==> src/rtl/pfc_map.vh <==
// Constants of the port 2 flow-control register block.
// Assumes inclusion by pfc_top.v; definitions only.
`ifndef PFC_MAP_VH
`define PFC_MAP_VH

// ----------------------------------------
// Register map
// ----------------------------------------
`define PFC_ADDR_W        12
`define PFC_OFS_P2_FC     12'h1A4

// ----------------------------------------
// Field positions
// ----------------------------------------
`define PFC_BIT_MANUAL    0
`define PFC_BIT_TX_EN     1
`define PFC_BIT_RX_EN     2
`define PFC_BIT_TX_ACT    3
`define PFC_BIT_RX_ACT    4
`define PFC_BIT_DUPLEX    5
`define PFC_BIT_BP_ON     6

// ----------------------------------------
// Reset values and timing counts
// ----------------------------------------
`define PFC_RST_CTRL      1'h0
`define PFC_RST_DATA      32'h0000_0000
`define PFC_LOAD_CYC      3'h4
`define PFC_CNT_W         3

`endif

==> src/rtl/pfc_top.v <==
// Port 2 flow-control configuration and status register, APB slave.
// Assumes APB master on CLK_SYS_I; negotiation results come from logic on
// the same clock; configuration straps come from pins.
//
// Function
// - Bit 6 backpressure enable, read/write
// - Bit 5 reports duplex, 1 half
// - Bit 4 reports receive pause active
// - Bit 3 reports transmit pause active
// - Bit 2 receive pause enable, used when manual or negotiation off
// - Bit 1 transmit pause enable, used when manual or negotiation off
// - Manual 0, negotiation on: use negotiation
// - Manual 0, negotiation off: use enables
// - Manual 1: enables decide in full duplex
// - Writes never touch PHY advertisement
// - Backpressure enable loads from its strap
// - Status bits start from several straps
// - Both pause enables load from strap
// - Manual select loads from its strap
`timescale 1ns/10ps
`default_nettype none
`include "pfc_map.vh"

module pfc_top (
    input  wire        CLK_SYS_I,
    input  wire        RSTN_I,
    // APB slave
    input  wire        PSEL_I,
    input  wire        PENABLE_I,
    input  wire        PWRITE_I,
    input  wire [11:0] PADDR_I,
    input  wire [31:0] PWDATA_I,
    input  wire [3:0]  PSTRB_I,
    output reg  [31:0] PRDATA_O,
    output reg         PREADY_O,
    output reg         PSLVERR_O,
    // Configuration straps (pins)
    input  wire        P2_BACKPRESSURE_STRAP_I,
    input  wire        P2_FULL_DUPLEX_PAUSE_STRAP_I,
    input  wire        P2_MANUAL_SELECT_STRAP_I,
    input  wire        P2_ANEG_STRAP_I,
    input  wire        P2_HALF_DUPLEX_STRAP_I,
    // Port state from the MAC/negotiation logic
    input  wire        P2_ANEG_ENABLE_I,
    input  wire        P2_HALF_DUPLEX_I,
    input  wire        P2_ANEG_RX_PAUSE_I,
    input  wire        P2_ANEG_TX_PAUSE_I,
    // Controls towards the port
    output reg         P2_BACKPRESSURE_ON_O,
    output reg         P2_RX_PAUSE_ACTIVE_O,
    output reg         P2_TX_PAUSE_ACTIVE_O,
    output reg         P2_DUPLEX_NOW_O
);

    // ----------------------------------------
    // States
    // ----------------------------------------
    localparam ST_LOAD = 1'b0; // Waiting for straps
    localparam ST_RUN  = 1'b1; // Normal operation

    // ----------------------------------------
    // Declarations
    // ----------------------------------------
    reg                   rst_s1_reg;
    reg                   rst_s2_reg;
    wire                  rst_n;
    wire                  bp_strap;
    wire                  fd_strap;
    wire                  man_strap;
    wire                  an_strap;
    wire                  hd_strap;
    reg                   state_reg;
    reg                   state_next;
    reg  [`PFC_CNT_W-1:0] cnt_reg;
    reg  [`PFC_CNT_W-1:0] cnt_next;
    reg                   load_now;
    reg                   bp_on_reg;
    reg                   bp_on_next;
    reg                   rx_en_reg;
    reg                   rx_en_next;
    reg                   tx_en_reg;
    reg                   tx_en_next;
    reg                   manual_reg;
    reg                   manual_next;
    reg  [2:0]            stat_next;
    wire                  hit;
    wire                  access;
    wire                  wr_take;
    reg  [31:0]           rd_word;

    // ----------------------------------------
    // Functions
    // ----------------------------------------
    // Resolve {duplex, rx active, tx active}
    function [2:0] resolve;
        input manual;
        input aneg_en;
        input half;
        input rx_en;
        input tx_en;
        input an_rx;
        input an_tx;
        begin
            if (half) begin
                // Pause frames exist only in full duplex
                resolve = 3'h4;
            end else if (manual || !aneg_en) begin
                resolve = {1'b0, rx_en, tx_en};
            end else begin
                resolve = {1'b0, an_rx, an_tx};
            end
        end
    endfunction

    // ----------------------------------------
    // Reset release
    // ----------------------------------------
    // Two-stage release of the external reset
    always @(posedge CLK_SYS_I or negedge RSTN_I) begin
        if (!RSTN_I) begin
            rst_s1_reg <= 1'h0;
            rst_s2_reg <= 1'h0;
        end else begin
            rst_s1_reg <= 1'h1;
            rst_s2_reg <= rst_s1_reg;
        end
    end

    assign rst_n = rst_s2_reg;

    // ----------------------------------------
    // Strap synchronisers
    // ----------------------------------------
    pfc_sync3 u_sync_bp (
        .clk_i   (CLK_SYS_I),
        .rst_n_i (rst_n),
        .d_i     (P2_BACKPRESSURE_STRAP_I),
        .q_o     (bp_strap)
    );

    pfc_sync3 u_sync_fd (
        .clk_i   (CLK_SYS_I),
        .rst_n_i (rst_n),
        .d_i     (P2_FULL_DUPLEX_PAUSE_STRAP_I),
        .q_o     (fd_strap)
    );

    pfc_sync3 u_sync_man (
        .clk_i   (CLK_SYS_I),
        .rst_n_i (rst_n),
        .d_i     (P2_MANUAL_SELECT_STRAP_I),
        .q_o     (man_strap)
    );

    pfc_sync3 u_sync_an (
        .clk_i   (CLK_SYS_I),
        .rst_n_i (rst_n),
        .d_i     (P2_ANEG_STRAP_I),
        .q_o     (an_strap)
    );

    pfc_sync3 u_sync_hd (
        .clk_i   (CLK_SYS_I),
        .rst_n_i (rst_n),
        .d_i     (P2_HALF_DUPLEX_STRAP_I),
        .q_o     (hd_strap)
    );

    // ----------------------------------------
    // Bus decode
    // ----------------------------------------
    // Access phase, register hit, write commit
    assign access  = PSEL_I & PENABLE_I & (state_reg == ST_RUN);
    assign hit     = (PADDR_I == `PFC_OFS_P2_FC);
    // Write lands on the edge that samples PREADY high
    assign wr_take = access & PREADY_O & PWRITE_I & hit & PSTRB_I[0];

    // ----------------------------------------
    // Read data assembly
    // ----------------------------------------
    // reserved bits zero
    always @* begin
        rd_word = `PFC_RST_DATA;
        rd_word[`PFC_BIT_DUPLEX] = P2_DUPLEX_NOW_O;
        rd_word[`PFC_BIT_RX_ACT] = P2_RX_PAUSE_ACTIVE_O;
        rd_word[`PFC_BIT_TX_ACT] = P2_TX_PAUSE_ACTIVE_O;
        rd_word[`PFC_BIT_BP_ON]  = bp_on_reg;
        rd_word[`PFC_BIT_RX_EN]  = rx_en_reg;
        rd_word[`PFC_BIT_TX_EN]  = tx_en_reg;
        rd_word[`PFC_BIT_MANUAL] = manual_reg;
    end

    // ----------------------------------------
    // Load sequencer
    // ----------------------------------------
    // Waits out the strap chains, then runs for good
    always @* begin
        state_next = state_reg;
        cnt_next   = cnt_reg;
        load_now   = 1'b0;
        case (state_reg)
            ST_LOAD: begin
                if (cnt_reg == `PFC_LOAD_CYC) begin
                    state_next = ST_RUN;
                    load_now   = 1'b1;
                end else begin
                    cnt_next = cnt_reg + 3'h1;
                end
            end
            ST_RUN: begin
                state_next = ST_RUN;
            end
            default: begin
                state_next = ST_LOAD;
                cnt_next   = {`PFC_CNT_W{1'b0}};
            end
        endcase
    end

    // ----------------------------------------
    // Control field next values
    // ----------------------------------------
    // Straps once at load, software writes after
    always @* begin
        bp_on_next  = bp_on_reg;
        rx_en_next  = rx_en_reg;
        tx_en_next  = tx_en_reg;
        manual_next = manual_reg;
        if (load_now) begin
            bp_on_next  = bp_strap;
            rx_en_next  = fd_strap;
            tx_en_next  = fd_strap;
            manual_next = man_strap;
        end else if (wr_take) begin
            bp_on_next  = PWDATA_I[`PFC_BIT_BP_ON];
            rx_en_next  = PWDATA_I[`PFC_BIT_RX_EN];
            tx_en_next  = PWDATA_I[`PFC_BIT_TX_EN];
            manual_next = PWDATA_I[`PFC_BIT_MANUAL];
        end
    end

    // ----------------------------------------
    // Status resolution
    // ----------------------------------------
    // Strap view at load, live port view while running
    always @* begin
        stat_next = {P2_DUPLEX_NOW_O, P2_RX_PAUSE_ACTIVE_O,
                     P2_TX_PAUSE_ACTIVE_O};
        if (load_now) begin
            stat_next = resolve(man_strap, an_strap, hd_strap,
                                fd_strap, fd_strap,
                                fd_strap, fd_strap);
        end else if (state_reg == ST_RUN) begin
            stat_next = resolve(manual_reg, P2_ANEG_ENABLE_I,
                                P2_HALF_DUPLEX_I, rx_en_reg,
                                tx_en_reg, P2_ANEG_RX_PAUSE_I,
                                P2_ANEG_TX_PAUSE_I);
        end
    end

    // ----------------------------------------
    // Control registers
    // ----------------------------------------
    // no path to advertisement
    always @(posedge CLK_SYS_I or negedge rst_n) begin
        if (!rst_n) begin
            state_reg  <= ST_LOAD;
            cnt_reg    <= {`PFC_CNT_W{1'b0}};
            bp_on_reg  <= `PFC_RST_CTRL;
            rx_en_reg  <= `PFC_RST_CTRL;
            tx_en_reg  <= `PFC_RST_CTRL;
            manual_reg <= `PFC_RST_CTRL;
        end else begin
            state_reg  <= state_next;
            cnt_reg    <= cnt_next;
            bp_on_reg  <= bp_on_next;
            rx_en_reg  <= rx_en_next;
            tx_en_reg  <= tx_en_next;
            manual_reg <= manual_next;
        end
    end

    // ----------------------------------------
    // Port controls
    // ----------------------------------------
    // Registered status and enable towards the port
    always @(posedge CLK_SYS_I or negedge rst_n) begin
        if (!rst_n) begin
            P2_DUPLEX_NOW_O      <= `PFC_RST_CTRL;
            P2_RX_PAUSE_ACTIVE_O <= `PFC_RST_CTRL;
            P2_TX_PAUSE_ACTIVE_O <= `PFC_RST_CTRL;
            P2_BACKPRESSURE_ON_O <= `PFC_RST_CTRL;
        end else begin
            P2_DUPLEX_NOW_O      <= stat_next[2];
            P2_RX_PAUSE_ACTIVE_O <= stat_next[1];
            P2_TX_PAUSE_ACTIVE_O <= stat_next[0];
            P2_BACKPRESSURE_ON_O <= bp_on_next;
        end
    end

    // ----------------------------------------
    // APB answer
    // ----------------------------------------
    // One wait state; unmapped address flags an error
    always @(posedge CLK_SYS_I or negedge rst_n) begin
        if (!rst_n) begin
            PREADY_O  <= 1'h0;
            PSLVERR_O <= 1'h0;
        end else if (access && !PREADY_O) begin
            PREADY_O  <= 1'h1;
            PSLVERR_O <= ~hit;
        end else begin
            PREADY_O  <= 1'h0;
            PSLVERR_O <= 1'h0;
        end
    end

    // Read word stands with PREADY only, zero otherwise
    always @(posedge CLK_SYS_I or negedge rst_n) begin
        if (!rst_n) begin
            PRDATA_O <= `PFC_RST_DATA;
        end else if (access && !PREADY_O && hit && !PWRITE_I) begin
            PRDATA_O <= rd_word;
        end else begin
            PRDATA_O <= `PFC_RST_DATA;
        end
    end

endmodule
`default_nettype wire

==> src/rtl/pfc_sync3.v <==
// Three-stage synchroniser for one level from a pin.
// Assumes the level is quasi-static; output moves once stages 2 and 3 agree.
`timescale 1ns/10ps
`default_nettype none

module pfc_sync3 (
    input  wire clk_i,
    input  wire rst_n_i,
    input  wire d_i,
    output reg  q_o
);

    reg s1_reg;
    reg s2_reg;
    reg s3_reg;

    // ----------------------------------------
    // Capture chain
    // ----------------------------------------
    // First stage feeds only the second
    always @(posedge clk_i or negedge rst_n_i) begin
        if (!rst_n_i) begin
            s1_reg <= 1'h0;
            s2_reg <= 1'h0;
            s3_reg <= 1'h0;
            q_o    <= 1'h0;
        end else begin
            s1_reg <= d_i;
            s2_reg <= s1_reg;
            s3_reg <= s2_reg;
            if (s2_reg == s3_reg) begin
                q_o <= s3_reg; // Agreed value only
            end
        end
    end

endmodule
`default_nettype wire

==> config.mk <==
export PLATFORM = sky130hd
export DESIGN_NAME = pfc_top
export DESIGN_NICKNAME = d
export VERILOG_FILES = /design/src/rtl/pfc_top.v /design/src/rtl/pfc_sync3.v
export VERILOG_INCLUDE_DIRS = /design/src /design/src/rtl
export SDC_FILE = /design/constraint.sdc
export NUM_CORES = 1
export LEC_CHECK = 0
export ABC_AREA = 1
export BUFFER_PORTS_ARGS = -buffer_cell sky130_fd_sc_hd__buf_2
export CAP_MARGIN = 20
export CORE_UTILIZATION = 46
export DETAILED_ROUTE_END_ITERATION = 6
export PLACE_DENSITY = 0.85
export SETUP_SLACK_MARGIN = 0.4
export SLEW_MARGIN = 10
export SYNTH_ARGS = -nofsm -noshare
export SYNTH_HDL_FRONTEND = slang
export SYNTH_SLANG_ARGS = --single-unit
export TNS_END_PERCENT = 5
==> constraint.sdc <==
create_clock -name CLK_SYS_I -period 3.5 [get_ports CLK_SYS_I]
set_input_delay 0.175 -clock CLK_SYS_I [delete_from_list [all_inputs] [get_ports CLK_SYS_I]]
set_output_delay 0.175 -clock CLK_SYS_I [all_outputs]
set_load 0.005 [all_outputs]
# Word-level counts from Yosys, hierarchy flattened
# Index checks and enable logic that the tools add are counted.
# op_classes
n_addsub	1
eq_ne	6
n_mux	19
bitwise_logic	9
reduce_logical	10
# op_table
operator	n
$eq 12x9->1 const B	1
$mux 1	12
$mux 3	4
$mux 7	1
$and 1x1->1	6
$eq 1x1->1	4
$reduce_bool 2->1	2
$add 3x1->3 const B	1
$eq 3x3->1 const B	1
$logic_and 1x1->1	3
$logic_not 1->1	3
$not 1->1	3
$mux 2	1
$pmux 1 s2	1
$reduce_and 2->1	1
$logic_or 1x1->1	1
# totals
regBits	38
in_bits	62
output_inout_bits	38
wordCells	75

# Depth between registers and ports, before layout
# Gate-level depths: netlist of the first run.
# depth
word_depth	8
depth_mapped	10
depth_no_buf	9

# Cells and area by module
# From an unflattened synthesis of the first run, not the netlist that was laid out.
# unflattened
cells_unflattened	177
hier_area_um2	1684.1
# modules_own_cells
mod	instances	cells_per_inst	area_per_inst_um2	seq_area_each_um2
pfc_top	1	145	1218.7	550.5
pfc_sync3	4	8	116.4	100.1

# Worst setup path before layout of the first run
# OpenSTA, ideal clock, no wires.
# synth_path
kind	register to register
from	register cnt_reg[0]
to	register rx_en_reg
setup_ns	0.117
arrival_time_ns	1.163
required_ns	3.383
setup_slack_ns	2.220
path_stages_with_launch	11
path_buffers	1
synth_period_minus_slack_ns	1.280
cell_sequence	dfrtp_1 > inv_1 > ha_1 > nand2_2 > nor2_2 > inv_2 > buf_6 > nand2_1 > nand2_1 > nand2_1 > nand2_1
# synth_between
elab_chain_len	4
word_cells_on_any_way	5
classes_between	eq/ne: 1; mux: 3; reduce/logical: 1
# synth_lines
item	line_no	source
start: declaration	pfc_top.v:74	reg [`PFC_CNT_W-1:0] cnt_reg;
start signal: assignment	pfc_top.v:268	cnt_reg <= {`PFC_CNT_W{1'b0}};
start signal: assignment	pfc_top.v:275	cnt_reg <= cnt_next;
$eq 3x3->1 (no source line) *	n/a	
$mux 1 *	pfc_top.v:203	if (cnt_reg == `PFC_LOAD_CYC) begin
$mux 1 *	pfc_top.v:201	case (state_reg)
$mux 1 or $reduce_bool 2->1 (tied branches)	n/a	
end signal: assignment	pfc_top.v:270	rx_en_reg <= `PFC_RST_CTRL;
end signal: assignment	pfc_top.v:277	rx_en_reg <= rx_en_next;
end: declaration	pfc_top.v:79	reg rx_en_reg;
# Mark *: on every way between the ends. The rest lies on a longest branch, timed or not.
# A chain may end at the register's enable or synchronous reset.

# Worst setup path in the final report of the first run
# layout_path
from	register cnt_reg[0]
to	register P2_RX_PAUSE_ACTIVE_O
# layout_between
elab_chain_len	4
word_cells_on_any_way	5
classes_between	eq/ne: 1; mux: 3; reduce/logical: 1
# layout_lines
item	line_no	source
$eq 3x3->1 (no source line) *	n/a	
$mux 1 *	pfc_top.v:203	
$mux 1 *	pfc_top.v:201	
$mux 3 or $reduce_bool 2->1 (tied branches)	n/a	
end signal: assignment	pfc_top.v:290	P2_RX_PAUSE_ACTIVE_O <= `PFC_RST_CTRL;
end signal: assignment	pfc_top.v:295	P2_RX_PAUSE_ACTIVE_O <= stat_next[1];
end: declaration	pfc_top.v:50	output reg P2_RX_PAUSE_ACTIVE_O,
# Marks and branches as above.

==> flow_summary_export.csv, run 1 <==
group,metric,value,unit
sta,tns,0,ns
place,place_inst,255,
detailed_routing,drc,0,
cells_and_area,largest_reg_flops,7,
synth,syn_avg_cell_area,9.823,sq um
synth,synthAdderAreaFrac,0.03942,
critical_path,crit_top_cell,"nor2_1",
cells_and_area,nets,285,
floorplan,ios,100,
floorplan,die_height,61.90,um
synth,syn_area,0.001650,sq mm
clocking,path_clk_slew,0.10,ns
global_routing,grt_pass1_wl,3988,um
global_routing,grt_use_total,0.1527,
cells_and_area,final_core_util,0.5640,
place,place_hpwl,1826,um
synth,ys_seq_area_frac,0.5762,
synth,synth_top_family_by_area,"simple AND/OR/NAND/NOR gates",
global_routing,overflow,0,
global_routing,grt_max_degree,37,
cells_and_area,num_antenna_cells,0,
critical_path,worstPathCellList,"inv_1 -> ha_1 -> nand2_2 -> nor2_2 -> nand2_1 -> nor2_1 -> nor2_1 -> a21oi_1",
detailed_routing,vias,1084,
detailed_routing,wirelength,2450,um
synth,yosysTopAreaCell,"dfrtp_1",
floorplan,die_w,61.90,um
pwr,comb_power_share,0.093,
critical_path,critPathLaunchType,"flip-flop",
floorplan,start_util,0.4869,
pwr,power.leakage,1.058,nW
pwr,p_clk_frac,0.273,
synth,ys_ff_latch,38,
critical_path,cpPeakStageDelay,0.39,ns
synth,synth-simple-area-share,0.1865,
critical_path,cp.required,3.77,ns
critical_path,cp_num_buf_inv,1,
clocking,numCtsBuffers,5,
synth,synthMuxAreaShare,0,
sta,fin_crit_sh,0.3950,
detailed_routing,vias_per_cell,4.060,
clocking,cts_root_buffer,"clkbuf_4",
pwr,switching_share,0.2367,
clocking,cts.sink_count,38,
job,max_cap_viol_count,0,
clocking,cts_buffer_depth,2,
critical_path,cp_max_fo,5,
place,portBuffers,42,
pwr,vdd_drop_max,0.2826,mV
synth,netlist_top_cells_count,"dfrtp_1 (38), nand2_1 (33), buf_4 (25), inv_1 (17), nand3_1 (11)",
place,routabilityCongestion,0.7769,
detailed_routing,wl_per_cell,9.176,um
synth,yosysMostFrequentCell,"dfrtp_1",
detailed_routing,dr.pass1.iters,4,
cells_and_area,stdcell_count,267,
clocking,cts.htree.levels,2,
clocking,clock_latency,0.34,ns
synth,ys_types,21,
floorplan,core_region_area,0.003390,sq mm
synth,ys.flop_type,"dfrtp_1",
floorplan,die-area,0.003831,sq mm
synth,netlist.area_leader.share,0.5762,
critical_path,crit_type,"reg2reg",
sta,rsz0062_at_grt,"no",
synth,synth-async-reset-ratio,1.000,
synth,synth-xor-area-share,0.01061,
synth,yosys-top-cells-area,"dfrtp_1 (58%), buf_4 (11%), nand2_1 (7.5%)",
sta,slew_viol_final,0,
detailed_routing,drt_iter0_markers,96,
sta,setup_viol,0,
pwr,p_total,0.7422,mW
synth,synth_compound_gate_area_share,0.01895,
sta,finalHoldViolCount,0,
critical_path,crit_family,"simple AND/OR/NAND/NOR gates",
sta,fmax,0.7233,GHz
cells_and_area,drive_gt1_frac,0.2534,
pwr,p_per_area,388.2,mW/mm^2
pwr,pwr-share-seq,0.634,
global_routing,first_global_vias,987,
pwr,switchingPower,0.1756,mW
detailed_routing,ant_nets,0,
critical_path,end_kind,"flip-flop",
clocking,postCtsResizedCells,0,
pwr,internal-power,0.5665,mW
synth,ys_warn_count,0,
status,status,"finished clean",
global_routing,antenna_found_initial,0,
sta,min_period,1.383,ns
critical_path,crit_slowest_cell,"dfrtp_1",
synth,synthCells,168,
cells_and_area,syn2layout_area_growth,15.85,%
critical_path,worstPathArrival,1.66,ns
floorplan,rows,21,
synth,synth_edf_count,0,
clocking,tritoncts,"yes",
worst_hold_path,hp-class,"in2reg",
sta,clock_skew,0.009289,ns
stage by stage:
stage / hold WS [ns] / instance area [sq um] / worst slack (ns)
finish: 0.1162 / 1912 / 2.117
global route: 0.1148 / 1912 / 1.944
CTS: 0.1064 / 1912 / 2.102
detailed placement: -0.03771 / 1817 / 2.115
global placement: -0.03861 / 1817 / 2.169
floorplan: -0.1206 / 1740 / 2.220
cell type report:
type | instances | area, sq um
clock buffer | 7 | 45.04
fill | 298 | 1478
inverter | 19 | 71.32
multi-input combinational | 109 | 519.2
sequential | 38 | 950.9
tap | 46 | 57.56
timing repair buffer | 48 | 267.8
worst paths after layout:
check,start,cells after the start,endpoint,slack [ns]
hold reg to reg,rst_n$_DFF_PN0_,1,u_sync_hd.q_o$_DFFE_PN0N_,0.27
min in group asynchronous,RSTN_I,2,rst_n$_DFF_PN0_,0.14
max in group asynchronous,rst_n$_DFF_PN0_,1,cnt_reg[0]$_DFFE_PN0P_,2.93
setup / recovery,cnt_reg[0]$_DFFE_PN0P_,8,P2_RX_PAUSE_ACTIVE_O$_DFFE_PN0P_,2.12
setup reg to reg,cnt_reg[0]$_DFFE_PN0P_,8,P2_RX_PAUSE_ACTIVE_O$_DFFE_PN0P_,2.12
hold / removal,PWDATA_I[0],5,manual_reg$_DFFE_PN0P_,0.12
power groups by stage:
stage	Combinational, mW	Sequential [mW]	Clock [mW]
2_1_floorplan	0.0504	0.483	0
3_3_place_gp	0.0635	0.478	0
3_5_place_dp	0.0654	0.480	0
4_1_cts	0.0699	0.471	0.212
5_1_grt	0.0826	0.473	0.232
6_report	0.0694	0.470	0.202
worst register-to-register path, delay by kind of cell (launching register included):
| family | cells | cell delay, ns |
|---|---|---|
| fa+ha+maj | 1 | 0.17 |
| flops | 1 | 0.39 |
| compound gates | 1 | 0.12 |
| buf+inv | 1 | 0.09 |
| simple gates | 5 | 0.55 |
per-layer routing:
metal | global-route usage | part of all wire
met1 | 0.1660 | 0.43
met5 | 0 | 0
met3 | 0.04969 | 0.065
met4 | 0.1048 | 0.028
met2 | 0.2535 | 0.48
cells in the final DEF (no fill, tap or decap):
cell           count
conb_1            26
nand2_1           33
maj3_1             4
a21oi_1            2
xor2_1             1
o21ai_0            1
buf_2             42
clkbuf_1           2
nand3_1           11
inv_2              2
nand2_2            4
o221ai_1           1
buf_4              1
xnor2_1            1
dlygate4sd3_1      5
clkbuf_4           5
dfrtp_1           38
a21boi_0           1
ha_1               2
nand3b_1           1
nor2_2             2
inv_1             17
nor2_1             9
nor3_1            10
repair_timing:
action	CTS	global route
hold buffers	5	0
endpoints found under the setup margin	0	0
buffers inserted	0	0
hold endpoints to repair	6	0
cell families (layout without fill, tap and decap cells):
kind of cell | after synthesis | after routing
buffers and inverters | 45 | 74
xor gates and xnor gates | 2 | 2
adders and majority gates | 6 | 6
other | 2 | 26
AOI/OAI and AO/OA | 5 | 5
and+or+nand+nor | 70 | 70
DFF | 38 | 38
Note: power is estimated with default switching activity, not from simulation.
==> inputs of run 2 (changes only) <==
- CORE_UTILIZATION: 46 -> 42
- PLACE_DENSITY: 0.85 -> 0.78
- clock period: 3.5 -> 1.34 ns (I/O delays scaled with it)
==> run 2 against run 1 <==
Critical path depth stayed put. Clock-buffer cell count unchanged. Clock skew is 0.0042 ns lower. Core utilization decreased by 2.2 points. Setup slack got worse by 2.0 ns. Register-to-register slack lost 2.0 ns. Via count increased by 7.3%. Non-clock buffer count increased by 4.
==> flow_summary_export.csv, run 2 (same netlist as run 1, synthesis figures left out) <==
group,metric,value,unit
critical_path,crit_slowest_cell,"dfrtp_1",
critical_path,worstPathCellList,"inv_2 -> ha_4 -> nand2_4 -> nor2_4 -> nand2_2 -> nor2_1 -> nor2_1 -> a21oi_1",
detailed_routing,wl_per_cell,9.777,um
global_routing,grt_max_degree,37,
floorplan,die_height,64.69,um
detailed_routing,vias,1163,
sta,slew_viol_final,0,
pwr,p_per_area,1053,mW/mm^2
cells_and_area,drive_gt1_frac,0.2933,
global_routing,grt_use_total,0.1436,
global_routing,first_global_vias,1136,
detailed_routing,dr.pass1.iters,4,
detailed_routing,vias_per_cell,4.260,
sta,clock_skew,0.005133,ns
worst_hold_path,hp-class,"in2reg",
critical_path,ff2ff_path_depth,8,
worst_hold_path,hold_start,"PSEL_I",
place,portBuffers,42,
floorplan,rows,22,
pwr,vdd_drop_max,0.6612,mV
place,pre_cts_slack,0.06166,ns
floorplan,die-area,0.004184,sq mm
global_routing,grtUsageMet1,0.1296,
clocking,numCtsBuffers,5,
cells_and_area,final_common_cell,"buf_2",
sta,fmax,0.8043,GHz
global_routing,top_usage_layer,"met2",
sta,layout_setup_ws,0.09661,ns
worst_hold_path,hold_depth,3,
sta,rsz0062_at_grt,"yes",
place,routabilityCongestion,0.7862,
detailed_routing,wirelength,2669,um
sta,min_period,1.243,ns
critical_path,cpPeakStageDelay,0.40,ns
clocking,cts.htree.levels,2,
critical_path,cp_max_fo,4,
critical_path,cp.required,1.55,ns
floorplan,ios,100,
pwr,power.leakage,1.098,nW
cells_and_area,fillerInstances,348,
status,status,"finished clean",
global_routing,antenna_found_initial,0,
detailed_routing,ant_nets,0,
critical_path,crit_type,"reg2reg",
cells_and_area,layout_common_cells,"buf_2 (42), dfrtp_1 (38), nand2_1 (32), conb_1 (26), inv_1 (15)",
clocking,clock_latency,0.28,ns
critical_path,crit_top_cell,"nor2_1",
job,max_cap_viol_count,0,
clocking,tritoncts,"yes",
clocking,cts_root_buffer,"clkbuf_8",
cells_and_area,seq_area,950.9,sq um
critical_path,worstPathArrival,1.45,ns
global_routing,overflow,0,
clocking,path_clk_slew,0.06,ns
clocking,cts_buffer_depth,2,
place,place_hpwl,1949,um
cells_and_area,nets,289,
floorplan,start_util,0.4441,
sta,fin_crit_sh,0.9279,
cells_and_area,syn2layout_area_growth,21.99,%
cells_and_area,multi_input_area,554.3,sq um
critical_path,reg2reg_setup_slack,0.1,ns
cells_and_area,num_antenna_cells,0,
clocking,cts.sink_count,38,
critical_path,worstReg2RegStart,"cnt_reg[0]$_DFFE_PN0P_",
critical_path,end_kind,"flip-flop",
critical_path,crit_start,"cnt_reg[0]$_DFFE_PN0P_",
critical_path,critPathLaunchType,"flip-flop",
detailed_routing,drc,0,
sta,setup_viol,0,
sta,finalHoldViolCount,0,
cells_and_area,largest_reg_flops,7,
detailed_routing,drt_iter0_markers,59,
global_routing,grt_pass1_wl,4498,um
sta,tns,0,ns
floorplan,die_w,64.69,um
floorplan,core_region_area,0.003716,sq mm
global_routing,grt_util_met2,0.2855,
global_routing,grt_util_met3,0.06338,
==> run 2: cell count changes in the layout (fill, tap and decap cells not counted), moves of 2 or more <==
cell	before	now
clkbuf_4	5	0
inv_1	17	15
buf_4	1	5
clkbuf_8	0	5
==> run 2: path summary, 6_finish.rpt <==
path,end
min reg2reg,u_sync_hd.s2_reg$_DFF_PN0_
min,PREADY_O$_DFF_PN0_
max reg2reg,P2_RX_PAUSE_ACTIVE_O$_DFFE_PN0P_
min in group asynchronous,rst_n$_DFF_PN0_
max in group asynchronous,u_sync_man.q_o$_DFFE_PN0N_
max,P2_RX_PAUSE_ACTIVE_O$_DFFE_PN0P_
==> run 2: timing repair <==
item                                    4_1_cts  5_1_grt
endpoints found under the setup margin       18       19
pin swaps                                     2        3
cloned                                        0        0
resized for setup                             2        2
hold endpoints to repair                      6        0
hold buffers                                  5        0
buffers inserted                              4        0
==> run 2: power breakdown <==
part	internal, mW	switching, mW
logic	0.0835	0.0991
registers	1.20	0.0297
clock network	0.358	0.350
total	1.64	0.479
==> run 2: worst max-delay path, delay by kind of cell, from the launching register on <==
| kind | cells | cell delay, ns |
|---|---|---|
| simple gates | 5 | 0.44 |
| buf+inv | 1 | 0.09 |
| compound gates | 1 | 0.11 |
| fa+ha+maj | 1 | 0.13 |
| flops | 1 | 0.40 |
==> run 2: cell type report <==
class / instances / share of cell area
multi-input combinational: 109 / 0.2753
timing repair buffer: 52 / 0.1479
tap: 48 / 0.02983
clock buffer: 7 / 0.03791
inverter: 19 / 0.03667
sequential: 38 / 0.4723
==> run 2: routing by layer <==
layer / part of all wire / wire, um / vias up
li1: - / - / 583
met1: 0.39 / 1036 / 531
met2: 0.52 / 1397 / 46
met3: 0.079 / 210 / 3
met4: 0.0094 / 25 / 0
met5: 0 / 0 / -
==> run 2: per-stage QoR <==
step	area, sq um	util	hold WS, ns	cells	power [mW]
6_report	2013	0.5418	0.05278	273	2.121
3_3_place_gp	1842	0.4956	-0.1472	257	1.415
5_1_grt	2013	0.5418	0.04807	273	2.231
4_1_cts	2003	0.5391	0.07270	273	2.154
3_5_place_dp	1842	0.4956	-0.1461	257	1.424
2_1_floorplan	1763	-	-0.2286	192	1.393
==> inputs of run 3 (changes only) <==
- CAP_MARGIN: 20 -> unset
- MAX_ROUTING_LAYER: unset -> met4
==> run 3 against run 2 <==
Clock skew about the same. Die area unchanged. Cell count unchanged. Combinational power barely moved. Power barely moved. Largest cell class unchanged. Sequential cell count is the same. Highest routed layer unchanged. Via count about the same. First-iteration DRC count increased by 3.4%.
==> flow_summary_export.csv, run 3 (same netlist as run 1, synthesis figures left out) <==
group,metric,value,unit
cells_and_area,syn2layout_area_growth,21.99,%
detailed_routing,vias_per_cell,4.256,
cells_and_area,stdcell_count,273,
sta,clock_skew,0.005203,ns
place,routabilityCongestion,0.7971,
pwr,power.leakage,1.098,nW
status,status,"finished clean",
pwr,internal-power,1.642,mW
floorplan,ios,100,
floorplan,rows,22,
global_routing,grtUsageMet1,0.1296,
global_routing,top_usage_layer,"met2",
detailed_routing,drt_iter0_markers,61,
clocking,cts.sink_count,38,
critical_path,crit_type,"reg2reg",
sta,fmax,0.8043,GHz
clocking,numCtsBuffers,5,
global_routing,grt_util_met3,0.05282,
job,max_cap_viol_count,0,
clocking,cts.htree.levels,2,
sta,tns,0,ns
critical_path,worstPathArrival,1.45,ns
sta,rsz0062_at_grt,"yes",
global_routing,antenna_found_initial,0,
critical_path,cpPeakStageDelay,0.40,ns
pwr,comb_power_share,0.086,
critical_path,crit_top_cell,"nor2_1",
floorplan,die-area,0.004184,sq mm
place,place_hpwl,1949,um
global_routing,grt_util_met2,0.2855,
cells_and_area,final_common_cell,"buf_2",
sta,setup_viol,0,
pwr,p_clk_frac,0.334,
sta,slew_viol_final,0,
sta,min_period,1.243,ns
pwr,p_total,2.123,mW
detailed_routing,wirelength,2673,um
global_routing,grt_use_total,0.1465,
clocking,tritoncts,"yes",
cells_and_area,largest_reg_flops,7,
clocking,path_clk_slew,0.06,ns
pwr,switchingPower,0.4803,mW
clocking,clock_latency,0.28,ns
place,pre_cts_slack,0.06166,ns
critical_path,end_kind,"flip-flop",
critical_path,critPathLaunchType,"flip-flop",
floorplan,core_region_area,0.003716,sq mm
critical_path,cp_max_fo,4,
sta,fin_crit_sh,0.9279,
critical_path,cp.required,1.55,ns
global_routing,grt_pass1_wl,4491,um
critical_path,crit_family,"simple AND/OR/NAND/NOR gates",
sta,hold_ws,0.05195,ns
floorplan,start_util,0.4441,
critical_path,worstPathCellList,"inv_2 -> ha_4 -> nand2_4 -> nor2_4 -> nand2_2 -> nor2_1 -> nor2_1 -> a21oi_1",
place,portBuffers,42,
pwr,pwr-share-seq,0.580,
cells_and_area,fillerInstances,348,
detailed_routing,wl_per_cell,9.791,um
global_routing,grt_max_degree,37,
sta,finalHoldViolCount,0,
clocking,cts_buffer_depth,2,
cells_and_area,layout_common_cells,"buf_2 (42), dfrtp_1 (38), nand2_1 (32), conb_1 (26), inv_1 (15)",
cells_and_area,nets,289,
critical_path,crit_slowest_cell,"dfrtp_1",
critical_path,cp_num_buf_inv,1,
detailed_routing,ant_nets,0,
detailed_routing,dr.pass1.iters,4,
worst_hold_path,hp-class,"in2reg",
clocking,cts_root_buffer,"clkbuf_8",
pwr,switching_share,0.2263,
global_routing,overflow,0,
pwr,p_per_area,1054,mW/mm^2
pwr,vdd_drop_max,0.6632,mV
place,place_inst,257,
cells_and_area,drive_gt1_frac,0.2933,
detailed_routing,drc,0,
sta,layout_setup_ws,0.09668,ns
detailed_routing,vias,1162,
floorplan,die_w,64.69,um
cells_and_area,num_antenna_cells,0,
floorplan,die_height,64.69,um
global_routing,first_global_vias,1141,
## run 3: cell counts in the layout (fill, tap and decap cells not counted)
Identical to the previous run, type by type.
## run 3: power by group through the flow
stage                     combinational, mW  sequential [mW]  clock (mW)
after floorplan                       0.132             1.26           0
after global placement                0.166             1.25           0
after detailed placement              0.172             1.25           0
after CTS                             0.183             1.23       0.740
after global routing                  0.212             1.24       0.777
final                                 0.183             1.23       0.709
## run 3: path summary, 6_finish.rpt
| kind | start | to | slack (ns) | cells after the start |
|---|---|---|---|---|
| hold / removal | PSEL_I | PREADY_O$_DFF_PN0_ | 0.05 | 3 |
| max in group asynchronous | rst_n$_DFF_PN0_ | u_sync_man.q_o$_DFFE_PN0N_ | 0.76 | 1 |
| setup / recovery | cnt_reg[0]$_DFFE_PN0P_ | P2_RX_PAUSE_ACTIVE_O$_DFFE_PN0P_ | 0.1 | 8 |
| setup reg to reg | cnt_reg[0]$_DFFE_PN0P_ | P2_RX_PAUSE_ACTIVE_O$_DFFE_PN0P_ | 0.1 | 8 |
| min in group asynchronous | RSTN_I | rst_n$_DFF_PN0_ | 0.10 | 2 |
| hold reg to reg | rst_n$_DFF_PN0_ | u_sync_hd.s2_reg$_DFF_PN0_ | 0.27 | 1 |
## run 3: worst reg2reg max path, delay by kind of cell, from the launching register on
| family | cells | cell delay (ns) |
|---|---|---|
| AO/OA/AOI/OAI | 1 | 0.11 |
| AND/OR/NAND/NOR | 5 | 0.44 |
| flip-flops | 1 | 0.40 |
| buffers and inverters | 1 | 0.09 |
| adder cells (fa/ha/maj) | 1 | 0.13 |
## run 3: through the flow
| step | area (sq um) | util |
|---|---|---|
| 3_3_place_gp | 1842 | 0.4956 |
| 3_5_place_dp | 1842 | 0.4956 |
| 5_1_grt | 2013 | 0.5418 |
| 2_1_floorplan | 1763 | - |
| 4_1_cts | 2003 | 0.5391 |
| 6_report | 2013 | 0.5418 |
## run 3: timing repair
item                                   4_1_cts  5_1_grt
endpoints found under the hold margin        6        0
buffers inserted                             4        0
hold buffers                                 5        0
setup endpoints to repair                   18       19
resized for setup                            2        2
pin swaps                                    2        3
## run 3: cell type report
type	count	area [sq um]	share of cell area
tap	48	60.06	0.02983
multi-input combinational	109	554.3	0.2753
timing repair buffer	52	297.8	0.1479
clock buffer	7	76.32	0.03791
inverter	19	73.82	0.03667
sequential	38	950.9	0.4723
## run 3: routing by layer
layer / wire length, um / up-vias
met4: 25 / 0
met3: 214 / 3
met1: 1036 / 530
li1: - / 583
met2: 1397 / 46
met5: 0 / -
